### src/include/pwm_clk_pkg.sv
/*
 * Constants, lookup tables and types for the PWM clock and switching-frequency block.
 * Assumes a single 20 MHz system clock; nothing here holds state.
 */
package pwm_clk_pkg;

  // ----------------------------------------------------------------
  // Sizes and system clock
  // ----------------------------------------------------------------
  localparam int NUM_CH       = 4;    // PWM channels
  localparam int NUM_GPIO     = 6;    // General purpose pins
  localparam int CLK_PERIOD_NS = 50;  // 20 MHz system clock

  // ----------------------------------------------------------------
  // Frequency select register layout and reset value
  // ----------------------------------------------------------------
  localparam int FSEL_OSC_LSB = 4;    // Oscillator code [6:4]
  localparam int FSEL_OSC_MSB = 6;
  localparam int FSEL_DIV_LSB = 0;    // Divider code [2:0]
  localparam int FSEL_DIV_MSB = 2;
  localparam logic [7:0] FSEL_RESET = 8'h01;  // 48 MHz, divide by 32

  // ----------------------------------------------------------------
  // Sync mode configuration bit positions
  // ----------------------------------------------------------------
  localparam int SYNC_EXT_EN_BIT = 0;  // Use external clock
  localparam int SYNC_MASTER_BIT = 1;  // Master role
  localparam int SYNC_SLAVE_BIT  = 2;  // Slave role
  localparam int SYNC_AUTO_BIT   = 3;  // Automatic switch-back

  // ----------------------------------------------------------------
  // Timing
  // ----------------------------------------------------------------
  localparam int PERIOD_MULT = 16;     // Oscillator periods per divider step
  localparam int MIN_ON_NS   = 40;     // Least high-side on time
  localparam int MIN_ON_CYC_RAW = (MIN_ON_NS + CLK_PERIOD_NS - 1) / CLK_PERIOD_NS;
  localparam int MIN_ON_CYC  = (MIN_ON_CYC_RAW < 1) ? 1 : MIN_ON_CYC_RAW;
  localparam int PCT_FULL    = 100;    // Duty and window unit

  // ----------------------------------------------------------------
  // Lookup tables, indexed by code
  // ----------------------------------------------------------------
  localparam logic [15:0] OSC_KHZ [8] = '{16'hBB80, 16'hAF00, 16'hA280, 16'h9600,
                                          16'h8980, 16'h7D00, 16'h7080, 16'h6400};
  localparam logic [6:0] DUTY_REC_PCT [8] = '{7'h00, 7'h4E, 7'h56, 7'h54,
                                              7'h59, 7'h58, 7'h58, 7'h56};

  // ----------------------------------------------------------------
  // Clock source states
  // ----------------------------------------------------------------
  typedef enum logic [1:0] {ST_BOOT, ST_DETECT, ST_EXT, ST_INT} clk_state_t;

  // Combination that has no defined switching frequency
  function automatic logic freq_combo_invalid(input logic [2:0] osc,
                                              input logic [2:0] div);
    freq_combo_invalid = (div == 3'h0) ||
                         (div == 3'h5 && osc == 3'h7) ||
                         (div == 3'h6 && osc >= 3'h5) ||
                         (div == 3'h7 && osc >= 3'h4);
  endfunction

endpackage

### src/include/freq_det_if.sv
/*
 * Carrier between the clock controller and its frequency window detector.
 * Assumes both ends run on the same system clock.
 */
interface freq_det_if;
  logic        ext_edge;   // One-cycle pulse per external rising edge
  logic [15:0] expected;   // Expected edges per measuring window
  logic [6:0]  window_pct; // Allowed deviation in percent
  logic        done;       // Pulse at the end of each window
  logic        in_window;  // Valid with done

  modport det (input ext_edge, expected, window_pct, output done, in_window);
  modport ctl (output ext_edge, expected, window_pct, input done, in_window);
endinterface

### src/rtl/freq_window_det.sv
/*
 * Frequency window detector: counts external edges over a fixed run of system clocks
 * and reports whether the count lies within a percentage of the expected count.
 * Assumes the edge pulse is already synchronised to i_mclk.
 */
module freq_window_det #(
  parameter int REF_WINDOW = 1024   // System clocks per measurement
) (
  input  wire logic i_mclk,
  input  wire logic i_rst,
  freq_det_if.det   det
);

  if (REF_WINDOW < 2 || REF_WINDOW > 65535) begin : g_bad_window
    $error("REF_WINDOW out of range");
  end

  // ----------------------------------------------------------------
  // Window timer and edge counter
  // ----------------------------------------------------------------
  logic [15:0] ref_cnt_r;    // Cycles into current window
  logic [15:0] edge_cnt_r;   // Edges seen in current window
  logic        last_cyc;     // Final cycle of the window
  logic [31:0] diff;         // Distance from expected count
  logic [31:0] lhs;
  logic [31:0] rhs;

  assign last_cyc = (ref_cnt_r == 16'(REF_WINDOW - 1));

  // Free-running window timer
  always_ff @(posedge i_mclk or posedge i_rst) begin
    if (i_rst) begin
      ref_cnt_r <= 16'h0000;
    end else if (last_cyc) begin
      ref_cnt_r <= 16'h0000;
    end else begin
      ref_cnt_r <= ref_cnt_r + 16'h0001;
    end
  end

  // Edge counter, restarted each window; saturates
  always_ff @(posedge i_mclk or posedge i_rst) begin
    if (i_rst) begin
      edge_cnt_r <= 16'h0000;
    end else if (last_cyc) begin
      edge_cnt_r <= 16'h0000;
    end else if (det.ext_edge && edge_cnt_r != 16'hFFFF) begin
      edge_cnt_r <= edge_cnt_r + 16'h0001;
    end
  end

  // ----------------------------------------------------------------
  // Window comparison
  // ----------------------------------------------------------------
  always_comb begin
    diff = (edge_cnt_r >= det.expected) ? 32'(edge_cnt_r - det.expected)
                                        : 32'(det.expected - edge_cnt_r);
    lhs  = diff * 32'(pwm_clk_pkg::PCT_FULL);
    rhs  = 32'(det.expected) * 32'(det.window_pct);
  end

  // Verdict, registered with its strobe
  always_ff @(posedge i_mclk or posedge i_rst) begin
    if (i_rst) begin
      det.done      <= 1'b0;
      det.in_window <= 1'b0;
    end else begin
      det.done      <= last_cyc;
      if (last_cyc) begin
        det.in_window <= (det.expected != 16'h0000) && (lhs <= rhs);
      end
    end
  end

endmodule

### src/rtl/pwm_clock_freq_sync.sv
/*
 * Clock source and switching-frequency control for a four channel PWM controller:
 * frequency select decode, duty ceiling, external clock detection and switchover,
 * master clock and sync forwarding on general purpose pins.
 * Assumes register values come from same-clock configuration logic and GPIO
 * inputs are asynchronous pins.
 */
// Contract
// - Select bits [6:4] oscillator, [2:0] divider
// - Oscillator codes map 48 down to 25.6 MHz
// - Switching period is sixteen times (code+1)
// - High-side pulse never shorter than 40 ns
// - Duty clamped at channel ceiling, always; the one-tick minimum pulse can exceed it
// - Higher ceiling accepted; overcurrent flags then invalid
// - Sync mode picks source and role
// - Always start on internal clock
// - Switch to external only inside window; slave mode switches without a window check
// - No valid external clock: stay internal, except in slave mode
// - Auto switch-back on external clock failure
// - Master forwards clock and sync after loading
// - Slave takes master clock after loading
// - GPIO pins serve as clock inputs
module pwm_clock_freq_sync #(
  parameter int REF_WINDOW = 1024   // Detector window in system clocks
) (
  input  wire logic                                     i_mclk,
  input  wire logic                                     i_rst,
  input  wire logic [7:0]                               i_switching_frequency_select,
  input  wire logic [3:0]                               i_sync_mode,
  input  wire logic [6:0]                               i_window_pct,
  input  wire logic [15:0]                              i_ext_expected,
  input  wire logic                                     i_cfg_loaded,
  input  wire logic [2:0]                               i_clk_in_sel,
  input  wire logic [2:0]                               i_clk_out_sel,
  input  wire logic [2:0]                               i_sync_out_sel,
  input  wire logic [pwm_clk_pkg::NUM_CH-1:0][6:0]      i_duty_request,
  input  wire logic [pwm_clk_pkg::NUM_CH-1:0][6:0]      i_channel_duty_ceiling,
  input  wire logic [pwm_clk_pkg::NUM_GPIO-1:0]         i_gpio_in,
  output logic      [pwm_clk_pkg::NUM_GPIO-1:0]         o_gpio_out,
  output logic      [pwm_clk_pkg::NUM_GPIO-1:0]         o_gpio_oe_n,
  output logic      [pwm_clk_pkg::NUM_CH-1:0]           o_pwm,
  output logic      [pwm_clk_pkg::NUM_CH-1:0]           o_ocp_flags_invalid,
  output logic      [15:0]                              o_osc_khz,
  output logic      [7:0]                               o_period_ticks,
  output logic      [6:0]                               o_duty_rec_pct,
  output logic                                          o_freq_invalid,
  output logic                                          o_clk_src_ext,
  output logic      [1:0]                               o_clk_state
);

  if (REF_WINDOW < 2 || REF_WINDOW > 4096) begin : g_bad_window
    $error("REF_WINDOW out of range");
  end

  // ----------------------------------------------------------------
  // Pin synchronisers and external edge
  // ----------------------------------------------------------------
  logic [pwm_clk_pkg::NUM_GPIO-1:0] gpio_s1_r;   // First stage, read by second only
  logic [pwm_clk_pkg::NUM_GPIO-1:0] gpio_s2_r;   // Safe pin levels
  logic                             ext_prev_r;  // Previous external level
  logic                             ext_lvl;     // Selected clock input level
  logic                             ext_edge;    // Rising edge pulse

  // Two-stage synchroniser on all pins
  always_ff @(posedge i_mclk or posedge i_rst) begin
    if (i_rst) begin
      gpio_s1_r <= '0;
      gpio_s2_r <= '0;
    end else begin
      gpio_s1_r <= i_gpio_in;
      gpio_s2_r <= gpio_s1_r;
    end
  end

  // Any pin may be chosen as clock input
  assign ext_lvl  = (i_clk_in_sel < 3'(pwm_clk_pkg::NUM_GPIO)) ?
                    gpio_s2_r[i_clk_in_sel] : 1'b0;
  assign ext_edge = ext_lvl & ~ext_prev_r;

  // Edge detector history
  always_ff @(posedge i_mclk or posedge i_rst) begin
    if (i_rst) begin
      ext_prev_r <= 1'b0;
    end else begin
      ext_prev_r <= ext_lvl;
    end
  end

  // ----------------------------------------------------------------
  // Frequency select decode
  // ----------------------------------------------------------------
  logic [2:0] osc_code;
  logic [2:0] div_code;
  logic       combo_bad;
  logic [6:0] duty_rec;

  assign osc_code  = i_switching_frequency_select[pwm_clk_pkg::FSEL_OSC_MSB:
                                                  pwm_clk_pkg::FSEL_OSC_LSB];
  assign div_code  = i_switching_frequency_select[pwm_clk_pkg::FSEL_DIV_MSB:
                                                  pwm_clk_pkg::FSEL_DIV_LSB];
  assign combo_bad = pwm_clk_pkg::freq_combo_invalid(osc_code, div_code);
  assign duty_rec  = pwm_clk_pkg::DUTY_REC_PCT[div_code];

  // Registered status of the decoded setting
  always_ff @(posedge i_mclk or posedge i_rst) begin
    if (i_rst) begin
      o_osc_khz      <= 16'h0000;
      o_duty_rec_pct <= 7'h00;
      o_freq_invalid <= 1'b0;
    end else begin
      o_osc_khz      <= pwm_clk_pkg::OSC_KHZ[osc_code];
      o_duty_rec_pct <= pwm_clk_pkg::DUTY_REC_PCT[div_code];
      o_freq_invalid <= combo_bad;
    end
  end

  // ----------------------------------------------------------------
  // Clock source state machine
  // ----------------------------------------------------------------
  pwm_clk_pkg::clk_state_t state_r;
  logic ext_en;
  logic is_master;
  logic is_slave;
  logic auto_back;

  freq_det_if det_if ();

  assign ext_en    = i_sync_mode[pwm_clk_pkg::SYNC_EXT_EN_BIT];
  assign is_master = i_sync_mode[pwm_clk_pkg::SYNC_MASTER_BIT];
  assign is_slave  = i_sync_mode[pwm_clk_pkg::SYNC_SLAVE_BIT];
  assign auto_back = i_sync_mode[pwm_clk_pkg::SYNC_AUTO_BIT];

  assign det_if.ext_edge   = ext_edge;
  assign det_if.expected   = i_ext_expected;
  assign det_if.window_pct = i_window_pct;

  freq_window_det #(
    .REF_WINDOW (REF_WINDOW)
  ) u_det (
    .i_mclk (i_mclk),
    .i_rst  (i_rst),
    .det    (det_if)
  );

  // Source selection; reset lands on internal clock
  always_ff @(posedge i_mclk or posedge i_rst) begin
    if (i_rst) begin
      state_r <= pwm_clk_pkg::ST_BOOT;
    end else begin
      unique case (state_r)
        pwm_clk_pkg::ST_BOOT: begin
          // Internal clock until configuration is loaded
          if (i_cfg_loaded && is_slave) begin
            state_r <= pwm_clk_pkg::ST_EXT;
          end else if (i_cfg_loaded && ext_en) begin
            state_r <= pwm_clk_pkg::ST_DETECT;
          end else if (i_cfg_loaded) begin
            state_r <= pwm_clk_pkg::ST_INT;
          end
        end
        pwm_clk_pkg::ST_DETECT: begin
          // One window decides
          if (det_if.done && det_if.in_window) begin
            state_r <= pwm_clk_pkg::ST_EXT;
          end else if (det_if.done) begin
            state_r <= pwm_clk_pkg::ST_INT;
          end
        end
        pwm_clk_pkg::ST_EXT: begin
          // Failure falls back only when enabled
          if (det_if.done && !det_if.in_window && auto_back) begin
            state_r <= pwm_clk_pkg::ST_INT;
          end else if (!ext_en && !is_slave) begin
            state_r <= pwm_clk_pkg::ST_INT;
          end
        end
        pwm_clk_pkg::ST_INT: begin
          state_r <= pwm_clk_pkg::ST_INT;
        end
      endcase
    end
  end

  assign o_clk_state = state_r;

  // ----------------------------------------------------------------
  // PWM timebase
  // ----------------------------------------------------------------
  logic       sel_ext_r;   // Active source
  logic [7:0] period_r;    // Ticks per switching period
  logic [7:0] cnt_r;       // Position in period
  logic       tick;        // Timebase advance
  logic       wrap;        // Last tick of a period

  assign tick = sel_ext_r ? ext_edge : 1'b1;
  assign wrap = tick && (cnt_r >= period_r - 8'h01);

  // Move to external only at a period boundary
  always_ff @(posedge i_mclk or posedge i_rst) begin
    if (i_rst) begin
      sel_ext_r <= 1'b0;
    end else if (state_r != pwm_clk_pkg::ST_EXT) begin
      sel_ext_r <= 1'b0;   // Dead source: internal ticks finish the pulse
    end else if (wrap) begin
      sel_ext_r <= 1'b1;
    end
  end

  // Period counter; new period length taken at wrap
  always_ff @(posedge i_mclk or posedge i_rst) begin
    if (i_rst) begin
      cnt_r    <= 8'h00;
      period_r <= 8'(pwm_clk_pkg::PERIOD_MULT * 2);
    end else if (wrap) begin
      cnt_r    <= 8'h00;
      period_r <= 8'(pwm_clk_pkg::PERIOD_MULT * (int'(div_code) + 1));
    end else if (tick) begin
      cnt_r    <= cnt_r + 8'h01;
    end
  end

  assign o_period_ticks = period_r;
  assign o_clk_src_ext  = sel_ext_r;

  // ----------------------------------------------------------------
  // Per-channel duty clamp and output
  // ----------------------------------------------------------------
  genvar ch;
  generate
    for (ch = 0; ch < pwm_clk_pkg::NUM_CH; ch++) begin : g_ch
      logic [6:0]  duty_eff;   // Clamped duty in percent
      logic [14:0] on_prod;
      logic [7:0]  on_ticks;

      // Clamp holds except where the one-tick minimum on time exceeds the ceiling
      always_comb begin
        duty_eff = i_duty_request[ch];
        if (duty_eff > i_channel_duty_ceiling[ch]) begin
          duty_eff = i_channel_duty_ceiling[ch];
        end
        if (duty_eff > 7'(pwm_clk_pkg::PCT_FULL)) begin
          duty_eff = 7'(pwm_clk_pkg::PCT_FULL);
        end
        on_prod  = 15'(period_r) * 15'(duty_eff);
        on_ticks = 8'(on_prod / 15'(pwm_clk_pkg::PCT_FULL));
        if (duty_eff != 7'h00 && on_ticks < 8'(pwm_clk_pkg::MIN_ON_CYC)) begin
          on_ticks = 8'(pwm_clk_pkg::MIN_ON_CYC);
        end
      end

      // High for the first on_ticks of each period; off when setting bad
      always_ff @(posedge i_mclk or posedge i_rst) begin
        if (i_rst) begin
          o_pwm[ch] <= 1'b0;
        end else if (o_freq_invalid) begin
          o_pwm[ch] <= 1'b0;
        end else if (tick) begin
          o_pwm[ch] <= wrap ? (on_ticks != 8'h00) : (cnt_r + 8'h01 < on_ticks);
        end
      end

      // Ceiling above recommendation voids overcurrent flags
      always_ff @(posedge i_mclk or posedge i_rst) begin
        if (i_rst) begin
          o_ocp_flags_invalid[ch] <= 1'b0;
        end else begin
          o_ocp_flags_invalid[ch] <= i_channel_duty_ceiling[ch] > duty_rec;
        end
      end
    end
  endgenerate

  // ----------------------------------------------------------------
  // Master forwarding of clock and sync
  // ----------------------------------------------------------------
  logic master_on;   // Master role, configuration loaded
  logic clk_fwd_r;   // Forwarded clock level
  logic sync_r;      // Period start pulse

  assign master_on = is_master && (state_r != pwm_clk_pkg::ST_BOOT);

  // Forwarded clock toggles on every tick; sync marks period start
  always_ff @(posedge i_mclk or posedge i_rst) begin
    if (i_rst) begin
      clk_fwd_r <= 1'b0;
      sync_r    <= 1'b0;
    end else begin
      clk_fwd_r <= master_on && tick ? ~clk_fwd_r : (master_on & clk_fwd_r);
      sync_r    <= master_on && wrap;
    end
  end

  // Drive the chosen pins; enable low while driving
  genvar g;
  generate
    for (g = 0; g < pwm_clk_pkg::NUM_GPIO; g++) begin : g_pin
      always_ff @(posedge i_mclk or posedge i_rst) begin
        if (i_rst) begin
          o_gpio_out[g]  <= 1'b0;
          o_gpio_oe_n[g] <= 1'b1;
        end else if (master_on && i_clk_out_sel == 3'(g)) begin
          o_gpio_out[g]  <= clk_fwd_r;
          o_gpio_oe_n[g] <= 1'b0;
        end else if (master_on && i_sync_out_sel == 3'(g)) begin
          o_gpio_out[g]  <= sync_r;
          o_gpio_oe_n[g] <= 1'b0;
        end else begin
          o_gpio_out[g]  <= 1'b0;
          o_gpio_oe_n[g] <= 1'b1;
        end
      end
    end
  endgenerate

endmodule

### config.mk
export PLATFORM = sky130hd
export DESIGN_NAME = pwm_clock_freq_sync
export DESIGN_NICKNAME = d
export VERILOG_FILES = /design/src/include/pwm_clk_pkg.sv /design/src/include/freq_det_if.sv /design/src/rtl/freq_window_det.sv /design/src/rtl/pwm_clock_freq_sync.sv
export SDC_FILE = /design/constraint.sdc
export NUM_CORES = 1
export LEC_CHECK = 0
export BUFFER_PORTS_ARGS = -buffer_cell sky130_fd_sc_hd__buf_2
export CAP_MARGIN = 10
export CORE_AREA = 2 2 237 239
export DETAILED_ROUTE_END_ITERATION = 16
export DIE_AREA = 0 0 239 241
export PLACE_DENSITY = 0.66
export SYNTH_ARGS = -nofsm -noshare
export SYNTH_HDL_FRONTEND = slang
export SYNTH_SLANG_ARGS = --single-unit
### constraint.sdc
create_clock -name i_mclk -period 9.1 [get_ports i_mclk]
set_input_delay 1.82 -clock i_mclk [delete_from_list [all_inputs] [get_ports i_mclk]]
set_output_delay 1.82 -clock i_mclk [all_outputs]
set_load 0.01 [all_outputs]
# == Yosys cells after proc, flatten, opt, wreduce, memory -nomap -nowiden ==
# Memories as Yosys holds them, arrays and structs flattened. A register that Yosys moved wholly into a read port is not among the register bits.
# Index checks and enable logic that the tools add are counted.
# totals
regBits,92
n_memories,2
romBits,184
word_cells,238
output_inout_bits,55
input_bits,109
# op_classes
n_mul,6
reduce_logical,56
n_lt_le_gt_ge,28
addsub,7
eq_ne,23
n_div,4
bitwise,6
muxes,71
# mem_list
memory,words,width,read_ports,rd_clocked_by_memory_dff,write_ports,line_no,rtl
(name not given),8,16,1,1,0,pwm_clock_freq_sync.sv:111,o_osc_khz <= pwm_clk_pkg::OSC_KHZ[osc_code];
(name not given),8,7,1,0,0,pwm_clock_freq_sync.sv:112,o_duty_rec_pct <= pwm_clk_pkg::DUTY_REC_PCT[div_code];
# op_table
cell,n
2-to-1 mux 7 bit,10
divider 15 x 7 -> 15 bit (second input constant),4
greater-than comparator 7 bit,8
2-to-1 mux 16 bit,3
2-to-1 mux 8 bit,6
multiplier 4 x 7 -> 11 bit,4
2-to-1 mux 1 bit,42
subtractor 16 x 16 -> 17 bit,2
adder 16 x 1 -> 16 bit (second input constant),2
less-or-equal comparator 32 x 23 -> 1 bit,1
less-than comparator 8 x 1 -> 1 bit (second input constant),4
less-than comparator 8 bit,4
multiplier 32 x 5 -> 30 bit (second input constant),1
2-to-1 mux 32 bit,1
nonzero test 8 bit,4
logical AND 1 bit,31
greater-than comparator 7 bit (second input constant),4
nonzero test 7 bit,4
== test 3 bit (second input constant),8
multiplier 16 x 7 -> 23 bit,1
== test 16 x 10 -> 1 bit (second input constant),1
greater-or-equal comparator 16 bit,1
!= test 16 bit (second input constant),1
nonzero test 16 bit,1
28 further kinds,53

# == Longest topological paths before layout ==
# depth
ltp_word,13
ltp_mapped,57
depth_no_buf,52

# == By module ==
# A second synthesis with hierarchy kept.
# hier_totals
hier_cells,3241
hier_area_um2,25131.6
# by_module_without_submodules
mod,cells_each,area_each_um2,n_inst,seq_area_each_um2
pwm_clock_freq_sync,2231,16688.5,1,1635.3
freq_window_det,1010,8443.1,1,850.8

# == Worst setup path before layout ==
# No wires, ideal clock.
# synth_timing
kind,input port to flip-flop
from,input port i_channel_duty_ceiling[18] (netlist bit)
to,register o_pwm[2] (netlist bit)
path_stages,55
setup_time_ns,0.083
setup_slack_ns,-3.672
required_time_ns,9.017
n_path_buf,4
arrival_time_ns,12.689
cell_sequence,inv_1 > ha_1 > a21o_1 > a21o_1 > a221oi_1 > a41o_1 > clkbuf_1 > nand3_1 > o41ai_1 > nor3_1 > a211o_1 > and2_1 > fa_1 > inv_1 > fa_1 > inv_1 > ha_1 > buf_6 > [19 not listed] > inv_1 > o311ai_0 > nor3_1 > o21ai_2 > mux2_2 > ha_1 > nor4_1 > nand2b_1 > inv_2 > ha_1 > o21a_1 > o21ai_0 > a21oi_1 > a211oi_1 > inv_1 > nor2_1 > a221oi_1 > o21ai_0
# synth_between
elab_chain_len,13
word_cells_on_any_way,15
cone_classes,mul: 1; div: 1; order compare: 4; mux: 6; reduce/logical: 3
# synth_rtl
element,line_no,rtl
"start, declared",pwm_clock_freq_sync.sv:37,"input wire logic [pwm_clk_pkg::NUM_CH-1:0][6:0] i_channel_duty_ceiling,"
greater-than comparator 7 bit,pwm_clock_freq_sync.sv:238,if (duty_eff > i_channel_duty_ceiling[ch]) begin
2-to-1 mux 7 bit *,pwm_clock_freq_sync.sv:238,
greater-than comparator 7 bit,pwm_clock_freq_sync.sv:241,if (duty_eff > 7'(pwm_clk_pkg::PCT_FULL)) begin
2-to-1 mux 7 bit *,pwm_clock_freq_sync.sv:241,
multiplier 4 x 7 -> 11 bit,pwm_clock_freq_sync.sv:244,on_prod = 15'(period_r) * 15'(duty_eff);
divider 15 x 7 -> 15 bit,pwm_clock_freq_sync.sv:245,on_ticks = 8'(on_prod / 15'(pwm_clk_pkg::PCT_FULL));
less-than comparator 8 x 1 -> 1 bit,pwm_clock_freq_sync.sv:246,if (duty_eff != 7'h00 && on_ticks < 8'(pwm_clk_pkg::MIN_ON_CYC)) begin
logical AND 1 bit,pwm_clock_freq_sync.sv:246,
2-to-1 mux 8 bit *,pwm_clock_freq_sync.sv:246,
less-than comparator 8 bit or nonzero test 8 bit (tied branches),pwm_clock_freq_sync.sv:258,o_pwm[ch] <= wrap ? (on_ticks != 8'h00) : (cnt_r + 8'h01 < on_ticks);
2-to-1 mux 1 bit *,pwm_clock_freq_sync.sv:258,
2-to-1 mux 1 bit *,pwm_clock_freq_sync.sv:257,end else if (tick) begin
2-to-1 mux 1 bit *,pwm_clock_freq_sync.sv:255,end else if (o_freq_invalid) begin
"end signal, assigned by index",pwm_clock_freq_sync.sv:258,
"end, declared",pwm_clock_freq_sync.sv:41,"output logic [pwm_clk_pkg::NUM_CH-1:0] o_pwm,"
# Every way passes the cells marked *; elsewhere a longest branch is shown, timed or not. The select of a mux whose other input is x is not followed.
# A chain may end at the register's enable or synchronous reset.

# == Worst setup path after layout ==
# Ends and elaborated chain as after synthesis.

==> flow_metrics.env <==
export IMPL_slew_headroom_pct=33.5
export IMPL_layout_cells_most_common="buf_4"
export IMPL_worstPathRequired_ns=9.41
export IMPL_ys_seq_area_share_pct=10.1
export IMPL_worst_skew_pair_late_latency_ns=0.38
export IMPL_grt_pass1_vias=28200
export IMPL_drive_above_1_share_pct=39.1
export IMPL_grt_max_degree=78
export IMPL_die_x_um=239
export IMPL_num_vias=27400
export IMPL_die_y_um=241
export IMPL_worst_ep_arrival_time_ns=12.03
export IMPL_placed_area_um2=32800
export IMPL_grt_pass1_wl_um=135000
export IMPL_hold_viol=0
export IMPL_cts_sinks=99
export IMPL_viasPerCell=5.67
export IMPL_antenna_found_initial=2
export IMPL_synth_avg_cell_area_um2=7.86
export IMPL_min_delay_path_depth=0
export IMPL_hpwlAfterDp_um=66700
export IMPL_r2r_cells=42
export IMPL_drtIter0Drc=1689
export IMPL_drt_pass1_iterations=6
export IMPL_cts_tree="done"
export IMPL_overflow=0
export IMPL_fmax_mhz=85.3
export IMPL_clk_path_buf_depth=2
export IMPL_ys_flop_type="dfrtp_1"
export IMPL_worst_pin_slew_ns=0.998
export IMPL_min_period_over_period_pct=129
export IMPL_wl_per_cell_um=17.3
export IMPL_period_needed_ns=11.72
export IMPL_crit_top_cell="buf_4"
export IMPL_cts_buffers_inserted=9
export IMPL_rows=86
export IMPL_slew_viol_final=0
export IMPL_dp_cells=4682
export IMPL_crit_type="primary input to flop"
export IMPL_io_pins=164
export IMPL_path_clk_slew_ns=0.08
export IMPL_synth_seq_cells=99
export IMPL_rsz0062_at_grt="yes"
export IMPL_synth_warnings=0
export IMPL_status="finished, violations left"
export IMPL_root_buffer="clkbuf_16"
export IMPL_synth_edf_count=0
export IMPL_worstPathMaxFanout=6
export IMPL_place_gp_congestion=0.938
export IMPL_core_area_um2=54900
export IMPL_grt_total_usage_pct=28.3
export IMPL_synth_cell_type_count=128
export IMPL_instances_no_fill=4830
export IMPL_n_fill_cell=4542
export IMPL_h_tree_depth=3
export IMPL_fin_nets=4667
export IMPL_fin_skew_ns=0.0138
export IMPL_hold_class="flop to flop"
export IMPL_cp_end_kind="flop"
export IMPL_holdBufCountCts=0
export IMPL_holdWs_ns=0.359
export IMPL_final_area_um2=35800
export IMPL_regToRegSetupSlack_ns=-0.09
export IMPL_io_buffer_count=149
export IMPL_synthToLayoutAreaGrowth_pct=45.4
export IMPL_wl_um=83600
export IMPL_syn_cell_area_um2=24600
export IMPL_cp_start_kind="primary input"
export IMPL_drv_cap=0
export IMPL_start_util_pct=44.8
export IMPL_setup_viol=5
export IMPL_critPathMaxStageDelay_ns=0.53
export IMPL_failed_checks="setup timing"
export IMPL_mostFrequentLayoutCells="buf_4, inv_1, ha_1, nand2_1, nor2_1"
export IMPL_drc=0
export IMPL_fin_ws_ns=-2.62
export IMPL_setup_tns_ns=-9.70
export IMPL_synth_async_sr_flop_share_pct=100
export IMPL_die_area_um2=57600
export IMPL_synthCells=3130
export IMPL_crit_slowest_cell="fa_1"
export IMPL_postRouteAntennaNets=0
-- sequential cells by signal (all words and copies together) (netlist names) --
name and count:
o_ocp_flags_invalid 4, gpio_s2_r 6, ext_prev_r 1, sync_r 1, o_period_ticks 4, o_pwm 4, o_clk_state 2, o_duty_rec_pct 6
o_osc_khz 8, o_clk_src_ext 1, u_det.ref_cnt_r 16, u_det.edge_cnt_r 16, o_gpio_out 6, o_freq_invalid 1, u_det.det.done 1, u_det.det.in_window 1
cnt_r 8, gpio_s1_r 6, clk_fwd_r 1, o_gpio_oe_n 6
-- stage by stage --
step / utilization [%] / setup slack (ns)
after CTS: 63.1 / -2.40
final: 65.2 / -2.62
after detailed placement: 59.8 / -3.18
after global routing: 65.2 / -3.21
after global placement: 59.8 / -2.87
after floorplan: - / -2.91
-- Yosys cell counts, types with 14 or more instances --
master    number  area share [%]
nand3_1       78             1.6
o21bai_1      23            0.70
nand2_1      246             3.8
o31a_1        17            0.60
o21ai_0      156             3.2
or2_2         19            0.48
and3_1        23            0.58
o21ai_1       21            0.43
nand2b_1      48             1.2
nor4_1        21            0.53
mux2_2        18            0.82
buf_4         17            0.52
dfrtp_1       92             9.4
clkbuf_1      75             1.1
nor2b_1       46             1.2
or3_1         23            0.58
a211oi_1      33             1.0
a31oi_1       39            0.99
nor2_1       209             3.2
o21a_1        54             1.6
o31ai_1       22            0.67
xor2_1        32             1.1
a211o_1       18            0.64
o211a_1       14            0.57
o22ai_1       14            0.36
and2_1        96             2.4
a21o_1        58             1.8
mux2i_1       35             1.4
buf_2         16            0.33
o211ai_1      25            0.76
a211oi_2      15            0.76
a21oi_1      196             4.0
nand4_1       41             1.0
fa_1         127              10
ha_1         313              16
xnor2_1       94             3.3
inv_1        323             4.9
nor3_1        88             1.8
-- layer usage --
layer	vias to the layer above	routed length (um)	GRT usage, %
li1	13300	-	-
met1	13300	35500	34.3
met2	674	41800	51.8
met3	151	3470	3.23
met4	0	2800	9.45
met5	-	0	0
-- final cells by class --
class | instances | area (um2) | share of cell area [%]
multi-input combinational | 2593 | 22800 | 63.7
clock inverter | 7 | 91.3 | 0.255
inverter | 327 | 1310 | 3.65
antenna | 3 | 7.51 | 0.0210
clock buffer | 9 | 225 | 0.629
sequential | 99 | 2490 | 6.95
timing repair buffer | 1088 | 8010 | 22.4
tap | 704 | 881 | 2.46
-- kinds of logic after synthesis --
group                    after synthesis  share of synthesized area (%)
AND/OR/NAND/NOR                     1012                           21.0
AO/OA/AOI/OAI                        931                           27.4
buffers and inverters                452                           7.51
adder cells (fa/ha/maj)              441                           26.3
XOR/XNOR                             129                           4.68
flip-flops                            99                           10.1
multiplexers                          65                           3.01
other                                  1                         0.0152
-- path summary, 6_finish.rpt --
check                                               from                        to
hold / removal                    gpio_s1_r[0]$_DFF_PP0_    gpio_s2_r[0]$_DFF_PP0_
setup reg to reg           o_period_ticks[6]$_DFFE_PP0P_      o_pwm[2]$_DFFE_PP0P_
max in group asynchronous                          i_rst  o_freq_invalid$_DFF_PP0_
hold reg to reg                   gpio_s1_r[0]$_DFF_PP0_    gpio_s2_r[0]$_DFF_PP0_
setup / recovery              i_channel_duty_ceiling[18]      o_pwm[2]$_DFFE_PP0P_
min in group asynchronous                          i_rst    gpio_s1_r[5]$_DFF_PP0_
-- worst max-delay path: cells and delay by family --
kind	cells	cell delay, ns
compound gates	26	4.83
fa+ha+maj	7	2.18
simple gates	10	1.58
buf+inv	11	1.30
mux	1	0.33
-- repair_timing --
action / in CTS / in global routing
gates cloned: 1 / 3
setup buffers: 72 / 56
pin swaps: 198 / 199
endpoints found under the setup margin: 5 / 5
gates resized for setup: 198 / 168
Power is left out: the tool's default activity adds up to more than one toggle a clock period on the data nets, which glitch-free logic cannot reach.
